===== config.mk =====
export PLATFORM = sky130hd
export DESIGN_NAME = edge_irq_detect
export DESIGN_NICKNAME = d
export VERILOG_FILES = /design/src/edge_irq_pkg.sv /design/src/edge_irq_detect.sv
export SDC_FILE = /design/constraint.sdc
export NUM_CORES = 1
export LEC_CHECK = 0
export ABC_AREA = 1
export BUFFER_PORTS_ARGS = -buffer_cell sky130_fd_sc_hd__buf_2
export CAP_MARGIN = 20
export CORE_UTILIZATION = 25
export CTS_BUF_LIST = sky130_fd_sc_hd__clkbuf_4
export CTS_CLUSTER_SIZE = 10
export DETAILED_ROUTE_END_ITERATION = 8
export SLEW_MARGIN = 20
export SYNTH_ARGS = -nofsm -noshare
export SYNTH_HDL_FRONTEND = slang
export SYNTH_SLANG_ARGS = --single-unit

===== constraint.sdc =====
create_clock -name pclk -period 1.2 [get_ports pclk]
set_input_delay 0.18 -clock pclk [delete_from_list [all_inputs] [get_ports pclk]]
set_output_delay 0.18 -clock pclk [all_outputs]
set_load 0.03 [all_outputs]

===== src/edge_irq_pkg.sv =====
package edge_irq_pkg;
  // ****************************************************
  // Register byte offsets
  // ****************************************************
  localparam logic [7:0] OFF_EDGE_FIRST  = 8'h00;
  localparam logic [7:0] OFF_EDGE_SECOND = 8'h04;
  localparam logic [7:0] OFF_EDGE_TK     = 8'h08;
  localparam logic [7:0] OFF_FLAGS       = 8'h0C;
  localparam logic [7:0] OFF_PINS        = 8'h10;
  localparam logic [7:0] OFF_STANDBY     = 8'h14;
  localparam logic [7:0] OFF_KEY_DIR     = 8'h18;

  // ****************************************************
  // Field positions and encodings
  // ****************************************************
  localparam int          FIRST_NOISE_BIT = 2;
  localparam int          FIRST_SLOW_BIT  = 3;
  localparam int          FLAG_BOTH       = 0;
  localparam int          FLAG_FIRST      = 1;
  localparam int          FLAG_SECOND     = 2;
  localparam int          FLAG_TEST       = 3;
  localparam int          FLAG_KEY        = 4;
  localparam logic [1:0]  MODE_RISE       = 2'h0;
  localparam logic [1:0]  MODE_FALL       = 2'h1;
  localparam logic [1:0]  MODE_BOTH       = 2'h2;
  localparam logic [1:0]  MODE_OFF        = 2'h3;
  localparam logic [1:0]  TK_TEST_RISE    = 2'h0;
  localparam logic [1:0]  TK_KEY          = 2'h1;

  // ****************************************************
  // Reset values and timing
  // ****************************************************
  localparam logic [3:0]  EDGE_FIRST_RST  = 4'h0;
  localparam logic        EDGE_SECOND_RST = 1'b0;
  localparam logic [1:0]  EDGE_TK_RST     = 2'h0;
  localparam logic [4:0]  FLAGS_RST       = 5'h00;
  localparam logic [5:0]  NOISE_DIV_FAST  = 6'h04;
  localparam logic [5:0]  NOISE_DIV_SLOW  = 6'h20;
endpackage : edge_irq_pkg


===== src/edge_irq_detect.sv =====
// Operation
// - Both-edge input sets its request flag on any level change.
// - Both-edge input is asynchronous; accepted once held stable.
// - Both-edge input event releases standby.
// - First edge mode field: rising, falling, both, or disabled.
// - Second edge mode bit: rising or falling for second input.
// - First input passes a noise rejecter with two sampling rates.
// - Second input is asynchronous, accepted on sufficient high or low width, per its edge mode bit.
// - Reset clears first and second edge mode, selecting rising edge.
// - Selectable inputs release standby, first not while filtered.
// - Test edge input, when selected, sets the internal test flag.
// - Test edge input is asynchronous, accepted on sufficient width.
// - Reset clears third mode register: rising test edge sets flag.
// - Test edge event releases standby.
// - Eight key inputs watched in parallel for falling edges.
// - Third edge mode register selects how key events report.
// - After reset key pins are plain inputs.
// - Active-low reset overrides everything and releases standby.
// - Key events set a polled flag, not a vectored request.
//
// Design decisions made here: register access over APB and the register addresses.
module edge_irq_detect
  import edge_irq_pkg::*;
(
  // APB
  input  wire logic        pclk,
  input  wire logic        presetn,
  input  wire logic        psel,
  input  wire logic        penable,
  input  wire logic        pwrite,
  input  wire logic [7:0]  paddr,
  input  wire logic [31:0] pwdata,
  output logic      [31:0] prdata,
  output logic             pready,
  output logic             pslverr,
  // Pins
  input  wire logic        both_edge_vector_in,
  input  wire logic        noise_filtered_vector_in,
  input  wire logic        async_vector_in,
  input  wire logic        test_edge_in,
  input  wire logic [7:0]  key_event_inputs,
  output logic      [7:0]  key_oe,
  // Core side
  input  wire logic [2:0]  vector_ack,
  output logic      [2:0]  vector_req,
  output logic             test_edge_flag,
  output logic             key_flag,
  output logic             standby,
  output logic             wake
);

  // ****************************************************
  // Helpers
  // ****************************************************
  function automatic logic edge_hit(input logic prev, input logic cur,
                                    input logic [1:0] mode);
    logic r;
    r = 1'b0;
    unique case (mode)
      MODE_RISE: r = ~prev & cur;
      MODE_FALL: r = prev & ~cur;
      MODE_BOTH: r = prev ^ cur;
      MODE_OFF:  r = 1'b0;
    endcase
    return r;
  endfunction : edge_hit

  // ****************************************************
  // Pin synchronisers
  // ****************************************************
  logic [11:0] pin_meta_r;
  logic [11:0] pin_sync_r;
  logic [11:0] pin_prev_r;
  logic [11:0] pin_raw;
  assign pin_raw = {key_event_inputs, test_edge_in, async_vector_in,
                    noise_filtered_vector_in, both_edge_vector_in};

  // Wake needs a running pclk; no clockless path is offered
  always_ff @(posedge pclk or negedge presetn) begin
    if (!presetn) begin
      pin_meta_r <= '0;
      pin_sync_r <= '0;
      pin_prev_r <= '0;
    end else begin
      pin_meta_r <= pin_raw;
      pin_sync_r <= pin_meta_r;
      pin_prev_r <= pin_sync_r;
    end
  end

  // ****************************************************
  // Noise rejecter
  // ****************************************************
  logic [5:0] noise_cnt_r;
  logic       noise_smp_r;
  logic       noise_lvl_r;
  logic       noise_lvl_d_r;
  logic [3:0] edge_first_r;
  logic [5:0] noise_div;
  logic       noise_tick;
  assign noise_div  = edge_first_r[FIRST_SLOW_BIT] ? NOISE_DIV_SLOW : NOISE_DIV_FAST;
  assign noise_tick = (noise_cnt_r == 6'h00);

  // A level is taken only after two agreeing samples
  always_ff @(posedge pclk or negedge presetn) begin
    if (!presetn) begin
      noise_cnt_r   <= 6'h00;
      noise_smp_r   <= 1'b0;
      noise_lvl_r   <= 1'b0;
      noise_lvl_d_r <= 1'b0;
    end else begin
      noise_cnt_r   <= noise_tick ? noise_div - 6'h01 : noise_cnt_r - 6'h01;
      noise_lvl_d_r <= noise_lvl_r;
      if (noise_tick) begin
        noise_smp_r <= pin_sync_r[1];
        if (noise_smp_r == pin_sync_r[1]) begin
          noise_lvl_r <= noise_smp_r;
        end
      end
    end
  end

  // ****************************************************
  // Edge events
  // ****************************************************
  logic [1:0] edge_sel_test_key_r;
  logic       edge_sel_second_r;
  logic       ev_both;
  logic       ev_first;
  logic       ev_second;
  logic       ev_test;
  logic       ev_key;
  logic       noise_on;
  assign noise_on  = edge_first_r[FIRST_NOISE_BIT];
  assign ev_both   = pin_prev_r[0] ^ pin_sync_r[0];
  assign ev_first  = noise_on ?
                     edge_hit(noise_lvl_d_r, noise_lvl_r, edge_first_r[1:0]) :
                     edge_hit(pin_prev_r[1], pin_sync_r[1], edge_first_r[1:0]);
  assign ev_second = edge_hit(pin_prev_r[2], pin_sync_r[2],
                              {1'b0, edge_sel_second_r});
  assign ev_key    = |(pin_prev_r[11:4] & ~pin_sync_r[11:4]);
  assign ev_test   = (edge_sel_test_key_r[1:0] == TK_TEST_RISE) ?
                     (~pin_prev_r[3] & pin_sync_r[3]) :
                     ((edge_sel_test_key_r[1:0] == TK_KEY) & ev_key);

  // ****************************************************
  // APB slave
  // ****************************************************
  logic        setup;
  logic        wr_en;
  logic        hit;
  logic [31:0] rd_mux;
  logic [4:0]  flags_r;
  logic        standby_r;
  logic        key_dir_r;
  assign setup = psel & ~penable;
  assign wr_en = psel & penable & pready & pwrite & ~pslverr;

  always_comb begin
    hit    = 1'b1;
    rd_mux = 32'h0000_0000;
    unique case (paddr)
      OFF_EDGE_FIRST:  rd_mux[3:0]  = edge_first_r;
      OFF_EDGE_SECOND: rd_mux[0]    = edge_sel_second_r;
      OFF_EDGE_TK:     rd_mux[1:0]  = edge_sel_test_key_r[1:0];
      OFF_FLAGS:       rd_mux[4:0]  = flags_r;
      OFF_PINS:        rd_mux[11:0] = pin_sync_r;
      OFF_STANDBY:     rd_mux[0]    = standby_r;
      OFF_KEY_DIR:     rd_mux[0]    = key_dir_r;
      default:         hit          = 1'b0;
    endcase
  end

  // One registered wait-free answer in the access cycle
  always_ff @(posedge pclk or negedge presetn) begin
    if (!presetn) begin
      prdata  <= 32'h0000_0000;
      pready  <= 1'b0;
      pslverr <= 1'b0;
    end else begin
      pready  <= setup;
      pslverr <= setup & ~hit;
      prdata  <= (setup & ~pwrite) ? rd_mux : 32'h0000_0000;
    end
  end

  // ****************************************************
  // Mode registers
  // ****************************************************
  always_ff @(posedge pclk or negedge presetn) begin
    if (!presetn) begin
      edge_first_r        <= EDGE_FIRST_RST;
      edge_sel_second_r   <= EDGE_SECOND_RST;
      edge_sel_test_key_r <= EDGE_TK_RST;
      key_dir_r           <= 1'b0;
    end else if (wr_en) begin
      if (paddr == OFF_EDGE_FIRST) edge_first_r <= pwdata[3:0];
      if (paddr == OFF_EDGE_SECOND) edge_sel_second_r <= pwdata[0];
      if (paddr == OFF_EDGE_TK) edge_sel_test_key_r <= pwdata[1:0];
      if (paddr == OFF_KEY_DIR) key_dir_r <= pwdata[0];
    end
  end

  always_ff @(posedge pclk or negedge presetn) begin
    if (!presetn) begin
      key_oe <= 8'h00;
    end else begin
      key_oe <= {8{key_dir_r}};
    end
  end

  // ****************************************************
  // Request and test flags
  // ****************************************************
  logic [4:0] flag_set;
  logic [4:0] flag_clr;
  assign flag_set = {ev_key, ev_test, ev_second, ev_first, ev_both};
  assign flag_clr = ((wr_en && paddr == OFF_FLAGS) ? pwdata[4:0] : 5'h00)
                    | {2'b00, vector_ack};

  // Set beats a clear landing on the same edge
  always_ff @(posedge pclk or negedge presetn) begin
    if (!presetn) begin
      flags_r <= FLAGS_RST;
    end else begin
      flags_r <= (flags_r & ~flag_clr) | flag_set;
    end
  end

  always_ff @(posedge pclk or negedge presetn) begin
    if (!presetn) begin
      vector_req     <= 3'h0;
      test_edge_flag <= 1'b0;
      key_flag       <= 1'b0;
    end else begin
      vector_req     <= flags_r[FLAG_SECOND:FLAG_BOTH];
      test_edge_flag <= flags_r[FLAG_TEST];
      key_flag       <= flags_r[FLAG_KEY];
    end
  end

  // ****************************************************
  // Standby release
  // ****************************************************
  logic wake_ev;
  assign wake_ev = ev_both
                 | (ev_first & ~noise_on)
                 | ev_second
                 | ev_test;

  always_ff @(posedge pclk or negedge presetn) begin
    if (!presetn) begin
      standby_r <= 1'b0;
      standby   <= 1'b0;
      wake      <= 1'b0;
    end else begin
      wake    <= standby_r & wake_ev;
      standby <= standby_r & ~wake_ev;
      if (standby_r && wake_ev) begin
        standby_r <= 1'b0;
      end else if (wr_en && paddr == OFF_STANDBY) begin
        standby_r <= pwdata[0];
      end
    end
  end

  // ****************************************************
  // Checks
  // ****************************************************
  both_edge_flag_a: assert property (@(posedge pclk) disable iff (!presetn)
    (pin_sync_r[0] != pin_prev_r[0]) |=> flags_r[FLAG_BOTH])
    else $error("both-edge change did not set flag");

  first_disabled_a: assert property (@(posedge pclk) disable iff (!presetn)
    (edge_first_r[1:0] == MODE_OFF) |-> !ev_first)
    else $error("disabled first input raised event");

  second_edge_a: assert property (@(posedge pclk) disable iff (!presetn)
    (!edge_sel_second_r && $rose(pin_sync_r[2])) |=> flags_r[FLAG_SECOND])
    else $error("second input rising edge missed");

  noise_no_wake_a: assert property (@(posedge pclk) disable iff (!presetn)
    (noise_on && !ev_both && !ev_second && !ev_test && standby_r) |=> !wake)
    else $error("filtered first input woke standby");

  test_flag_a: assert property (@(posedge pclk) disable iff (!presetn)
    (edge_sel_test_key_r[1:0] == TK_TEST_RISE && $rose(pin_sync_r[3]))
    |=> flags_r[FLAG_TEST] ##1 test_edge_flag)
    else $error("test edge did not reach test flag");

  key_fall_a: assert property (@(posedge pclk) disable iff (!presetn)
    (|(pin_prev_r[11:4] & ~pin_sync_r[11:4])) |=> flags_r[FLAG_KEY])
    else $error("key falling edge missed");

  flag_hold_a: assert property (@(posedge pclk) disable iff (!presetn)
    (flags_r[FLAG_TEST] && !flag_clr[FLAG_TEST]) |=> flags_r[FLAG_TEST])
    else $error("test flag dropped without clear");

  standby_wake_a: assert property (@(posedge pclk) disable iff (!presetn)
    (standby_r && ev_both) |=> (wake && !standby_r) ##1 !wake)
    else $error("both-edge event did not release standby");

  apb_answer_a: assert property (@(posedge pclk) disable iff (!presetn)
    (psel && !penable) |=> (pready && (pslverr == !$past(hit))))
    else $error("apb answer wrong");

  pready_pulse_a: assert property (@(posedge pclk) disable iff (!presetn)
    pready |=> !pready)
    else $error("pready held longer than one cycle");

  second_fall_a: assert property (@(posedge pclk) disable iff (!presetn)
    (edge_sel_second_r && $fell(pin_sync_r[2])) |=> flags_r[FLAG_SECOND])
    else $error("second input falling edge missed");

  noise_step_a: assert property (@(posedge pclk) disable iff (!presetn)
    !noise_tick |=> $stable(noise_lvl_r))
    else $error("filtered level moved between samples");

  noise_period_a: assert property (@(posedge pclk) disable iff (!presetn)
    noise_tick |=> (noise_cnt_r == $past(noise_div) - 6'h01))
    else $error("sampling period not reloaded");

  first_wake_a: assert property (@(posedge pclk) disable iff (!presetn)
    (standby_r && ev_first && !noise_on) |=> (wake && !standby_r))
    else $error("unfiltered first input did not release standby");

  test_wake_a: assert property (@(posedge pclk) disable iff (!presetn)
    (standby_r && ev_test) |=> (wake && !standby_r))
    else $error("test event did not release standby");

  key_test_a: assert property (@(posedge pclk) disable iff (!presetn)
    (edge_sel_test_key_r == TK_KEY && ev_key) |=> flags_r[FLAG_TEST])
    else $error("key event did not set test flag");

  key_no_vector_a: assert property (@(posedge pclk) disable iff (!presetn)
    (ev_key && !ev_both && !ev_first && !ev_second &&
     flags_r[FLAG_SECOND:FLAG_BOTH] == 3'h0) |=> (flags_r[FLAG_SECOND:FLAG_BOTH] == 3'h0))
    else $error("key event raised a vectored request");

  set_wins_a: assert property (@(posedge pclk) disable iff (!presetn)
    (flag_set != 5'h00) |=> ((flags_r & $past(flag_set)) == $past(flag_set)))
    else $error("flag event lost");

  req_copy_a: assert property (@(posedge pclk) disable iff (!presetn)
    (flags_r[FLAG_SECOND:FLAG_BOTH] != 3'h0)
    |=> (vector_req == $past(flags_r[FLAG_SECOND:FLAG_BOTH])))
    else $error("vectored request does not follow flags");

  key_input_a: assert property (@(posedge pclk) disable iff (!presetn)
    !key_dir_r |=> (key_oe == 8'h00))
    else $error("key pins driven while set as inputs");
endmodule : edge_irq_detect


==> results.toml <==
[critical_path]
cp_num_buf_inv = 1
critPathMaxStageDelay_ns = 0.42
startpoint_type = "register"
crit_chain = "inv_2, ha_4, nand3b_1, nand3_2, a21oi_2, nand2_1, a21oi_2"
cp_slowest_cell = "dfrtp_1"
critPathTopFamily = "flip-flops"
cpMostUsedCell = "a21oi_2"
worst_ep_required_time_ns = 1.56
criticalPathCategory = "reg2reg"
end_kind = "register"
rrSetupSlack_ns = -0.16
critPathMaxFanout = 3
cp.arrival_ns = 1.73

[cells_and_area]
fin_util_pct = 34.67
seq_area_mm2 = 0.002029
drive_above_1_share_pct = 32.08
antenna_cells = 0
n_fill_cell = 1284
syn2layout_area_growth_pct = 33.95
nets = 512
multi_input_area_mm2 = 0.001094

[pwr]
p_per_area_mw_per_mm2 = 1158
p_leak_uw = 0.002227
ir_drop_mv = 0.4147

[synth]
synth_flop_cell = "dfrtp_1"
synth_seq_cells = 81
postSynthCellCount = 342
yosys_warnings = 0
ys_seq_area_share_pct = 61.32
syn_area_per_cell_um2 = 9.666
synth_enable_flop_cells = 0
async_flop_share_pct = 100.0
syn-cell-area_mm2 = 0.003306
ys_types = 27

[global_route]
overflow = 0
antenna_found_initial = 0
first_global_vias = 2411
grt_usage_pct = 10.89
grt_max_degree = 33
grt_pass1_wl_um = 11140

[floorplanning]
start_util_pct = 25.88
die_w_um = 117.0
rows = 41
coreArea_mm2 = 0.01277
die_y_um = 117.0
io_pins = 109
dieArea_mm2 = 0.01369

[timing]
finalSetupViolCount = 23
drv_slew = 0
hold_viol = 0
finalCritPeriodShare_pct = 113.6
fin_ws_ns = -0.1629
fmax_mhz = 733.7
rsz0062_at_grt = "true"
whs_ns = 0.01532
fin_worst_skew_ns = 0.01572
period_needed_ns = 1.363

[detailed_routing]
antenna_left = 0
drc_errors = 0
via_per_inst = 3.989
first_iter_violations = 81
first_pass_iters = 4
vias = 2489
avgRoutedWirePerCell_um = 11.34
wl_um = 7079

[placement]
hpwl_um = 5054
io_buffers = 61
gp_congestion = 0.7818

[cts]
cts_tree = "done"
htreeDepth = 3
cts_root_buf = "clkbuf_4"
clock_sinks = 81
cts_buffer_depth = 2
clkTransAtPathRegs_ns = 0.12
clk_latency_ns = 0.42
cts_inserted_buffers = 9

[run]
maxCapViolations = 0

[outcome]
status = "finished with violations"
violations = "negative setup slack"

[worst_hold_path]
hp-class = "in2reg"
==> logic make-up (layout without fill, tap and decap cells) <==
group,count (synthesis),count (layout),synth area share (%)
compound gates,31,31,5.148
buf+inv,80,171,12.15
xor+xnor,2,2,0.5300
fa+ha+maj,5,5,1.893
flops,81,81,61.32
other cells,1,20,0.1134
simple gates,142,142,18.85
==> flip-flops by register name (all words and copies together) (netlist names) <==
signal,flops
edge_sel_test_key_r,2
flags_r,5
test_edge_flag,1
standby,1
key_dir_r,1
pin_sync_r,12
vector_req,3
pin_prev_r,12
key_oe,1
noise_smp_r,1
wake,1
prdata,12
pin_meta_r,12
noise_cnt_r,6
pready,1
edge_sel_second_r,1
edge_first_r,4
noise_lvl_d_r,1
noise_lvl_r,1
standby_r,1
pslverr,1
key_flag,1
==> power breakdown <==
group,total (uW),switching (uW),internal (uW),leakage [uW]
clock,1370,908,467,0.0000586
sequential,2980,98.0,2890,0.000990
combinational,769,458,312,0.00118
total,5130,1460,3660,0.00223
==> routing by layer <==
metal | part of all wire, % | global-route usage, % | vias to the layer above
li1 | - | - | 1225
met1 | 44 | 13.40 | 1176
met2 | 49 | 17.91 | 77
met3 | 4.7 | 3.038 | 11
met4 | 1.6 | 4.726 | 0
met5 | 0 | 0 | -
==> final cells by class <==
cell class / count / share of cell area [%]
inverters: 53 / 4.493
clock inverters: 5 / 0.7064
repair buffers: 102 / 17.55
clock buffers: 11 / 1.865
well taps: 172 / 4.860
multi-input cells: 200 / 24.70
flip-flops and latches: 81 / 45.83
==> through the flow <==
stage	worst slack, ns	area (um2)	std cells	total power [uW]	TNS, ns
2_1_floorplan	-0.04264	3393	361	3400	-0.1017
3_3_place_gp	-0.1047	3861	585	3572	-1.037
3_5_place_dp	-0.1470	3861	585	3604	-1.602
4_1_cts	-0.1470	4205	618	5043	-2.175
5_1_grt	-0.2675	4428	624	5433	-4.192
6_report	-0.1629	4428	624	5128	-1.899
==> layout by cell type (no fill, tap or decap), drive strengths merged, types with 5 or more instances in the layout <==
master,instances
dfrtp,81
nand2,72
buf,87
inv,54
dlygate4sd3,15
clkbuf,11
nor2,34
ha,5
a21oi,7
conb,20
nor3,10
nand3,24
o21ai,18
==> timing repair <==
action | in CTS | in global routing
gates cloned | 0 | 0
hold endpoints to repair | 39 | 0
setup endpoints to repair | 24 | 51
gates resized for setup | 20 | 62
hold buffers | 15 | 0
setup buffers | 2 | 6
pin swaps | 4 | 14
==> Yosys cell counts, types with 2 or more instances <==
cell / number / area [um2]
nor3_1: 9 / 45.04
inv_1: 48 / 180.2
inv_2: 5 / 18.77
nand3_1: 23 / 115.1
nor2_1: 29 / 108.9
buf_4: 27 / 202.7
o21ai_0: 6 / 30.03
nor2_2: 4 / 25.02
a21oi_1: 7 / 35.03
nand2_2: 3 / 18.77
o21ai_1: 12 / 60.06
o211ai_1: 2 / 15.01
ha_1: 5 / 62.56
dfrtp_1: 81 / 2027
nand2_1: 69 / 259.0
==> worst register-to-register path, cell delays in order (launching register included) <==
cell	delay, ns
dfrtp_1	0.42
inv_2	0.08
ha_4	0.26
nand3b_1	0.10
nand3_2	0.09
a21oi_2	0.15
nand2_1	0.10
a21oi_2	0.12
==> final timing paths <==
path | start | endpoint | depth (start not counted)
hold / removal | vector_ack[2] | flags_r[2] | 4
min in group asynchronous | presetn | pin_meta_r[1] | 2
setup reg to reg | pin_sync_r[1] | standby_r | 7
hold reg to reg | pin_meta_r[7] | pin_sync_r[7] | 0
setup / recovery | pin_sync_r[1] | standby_r | 7
max in group asynchronous | presetn | noise_cnt_r[5] | 3
No activity file was read; power rests on OpenSTA's default activity.
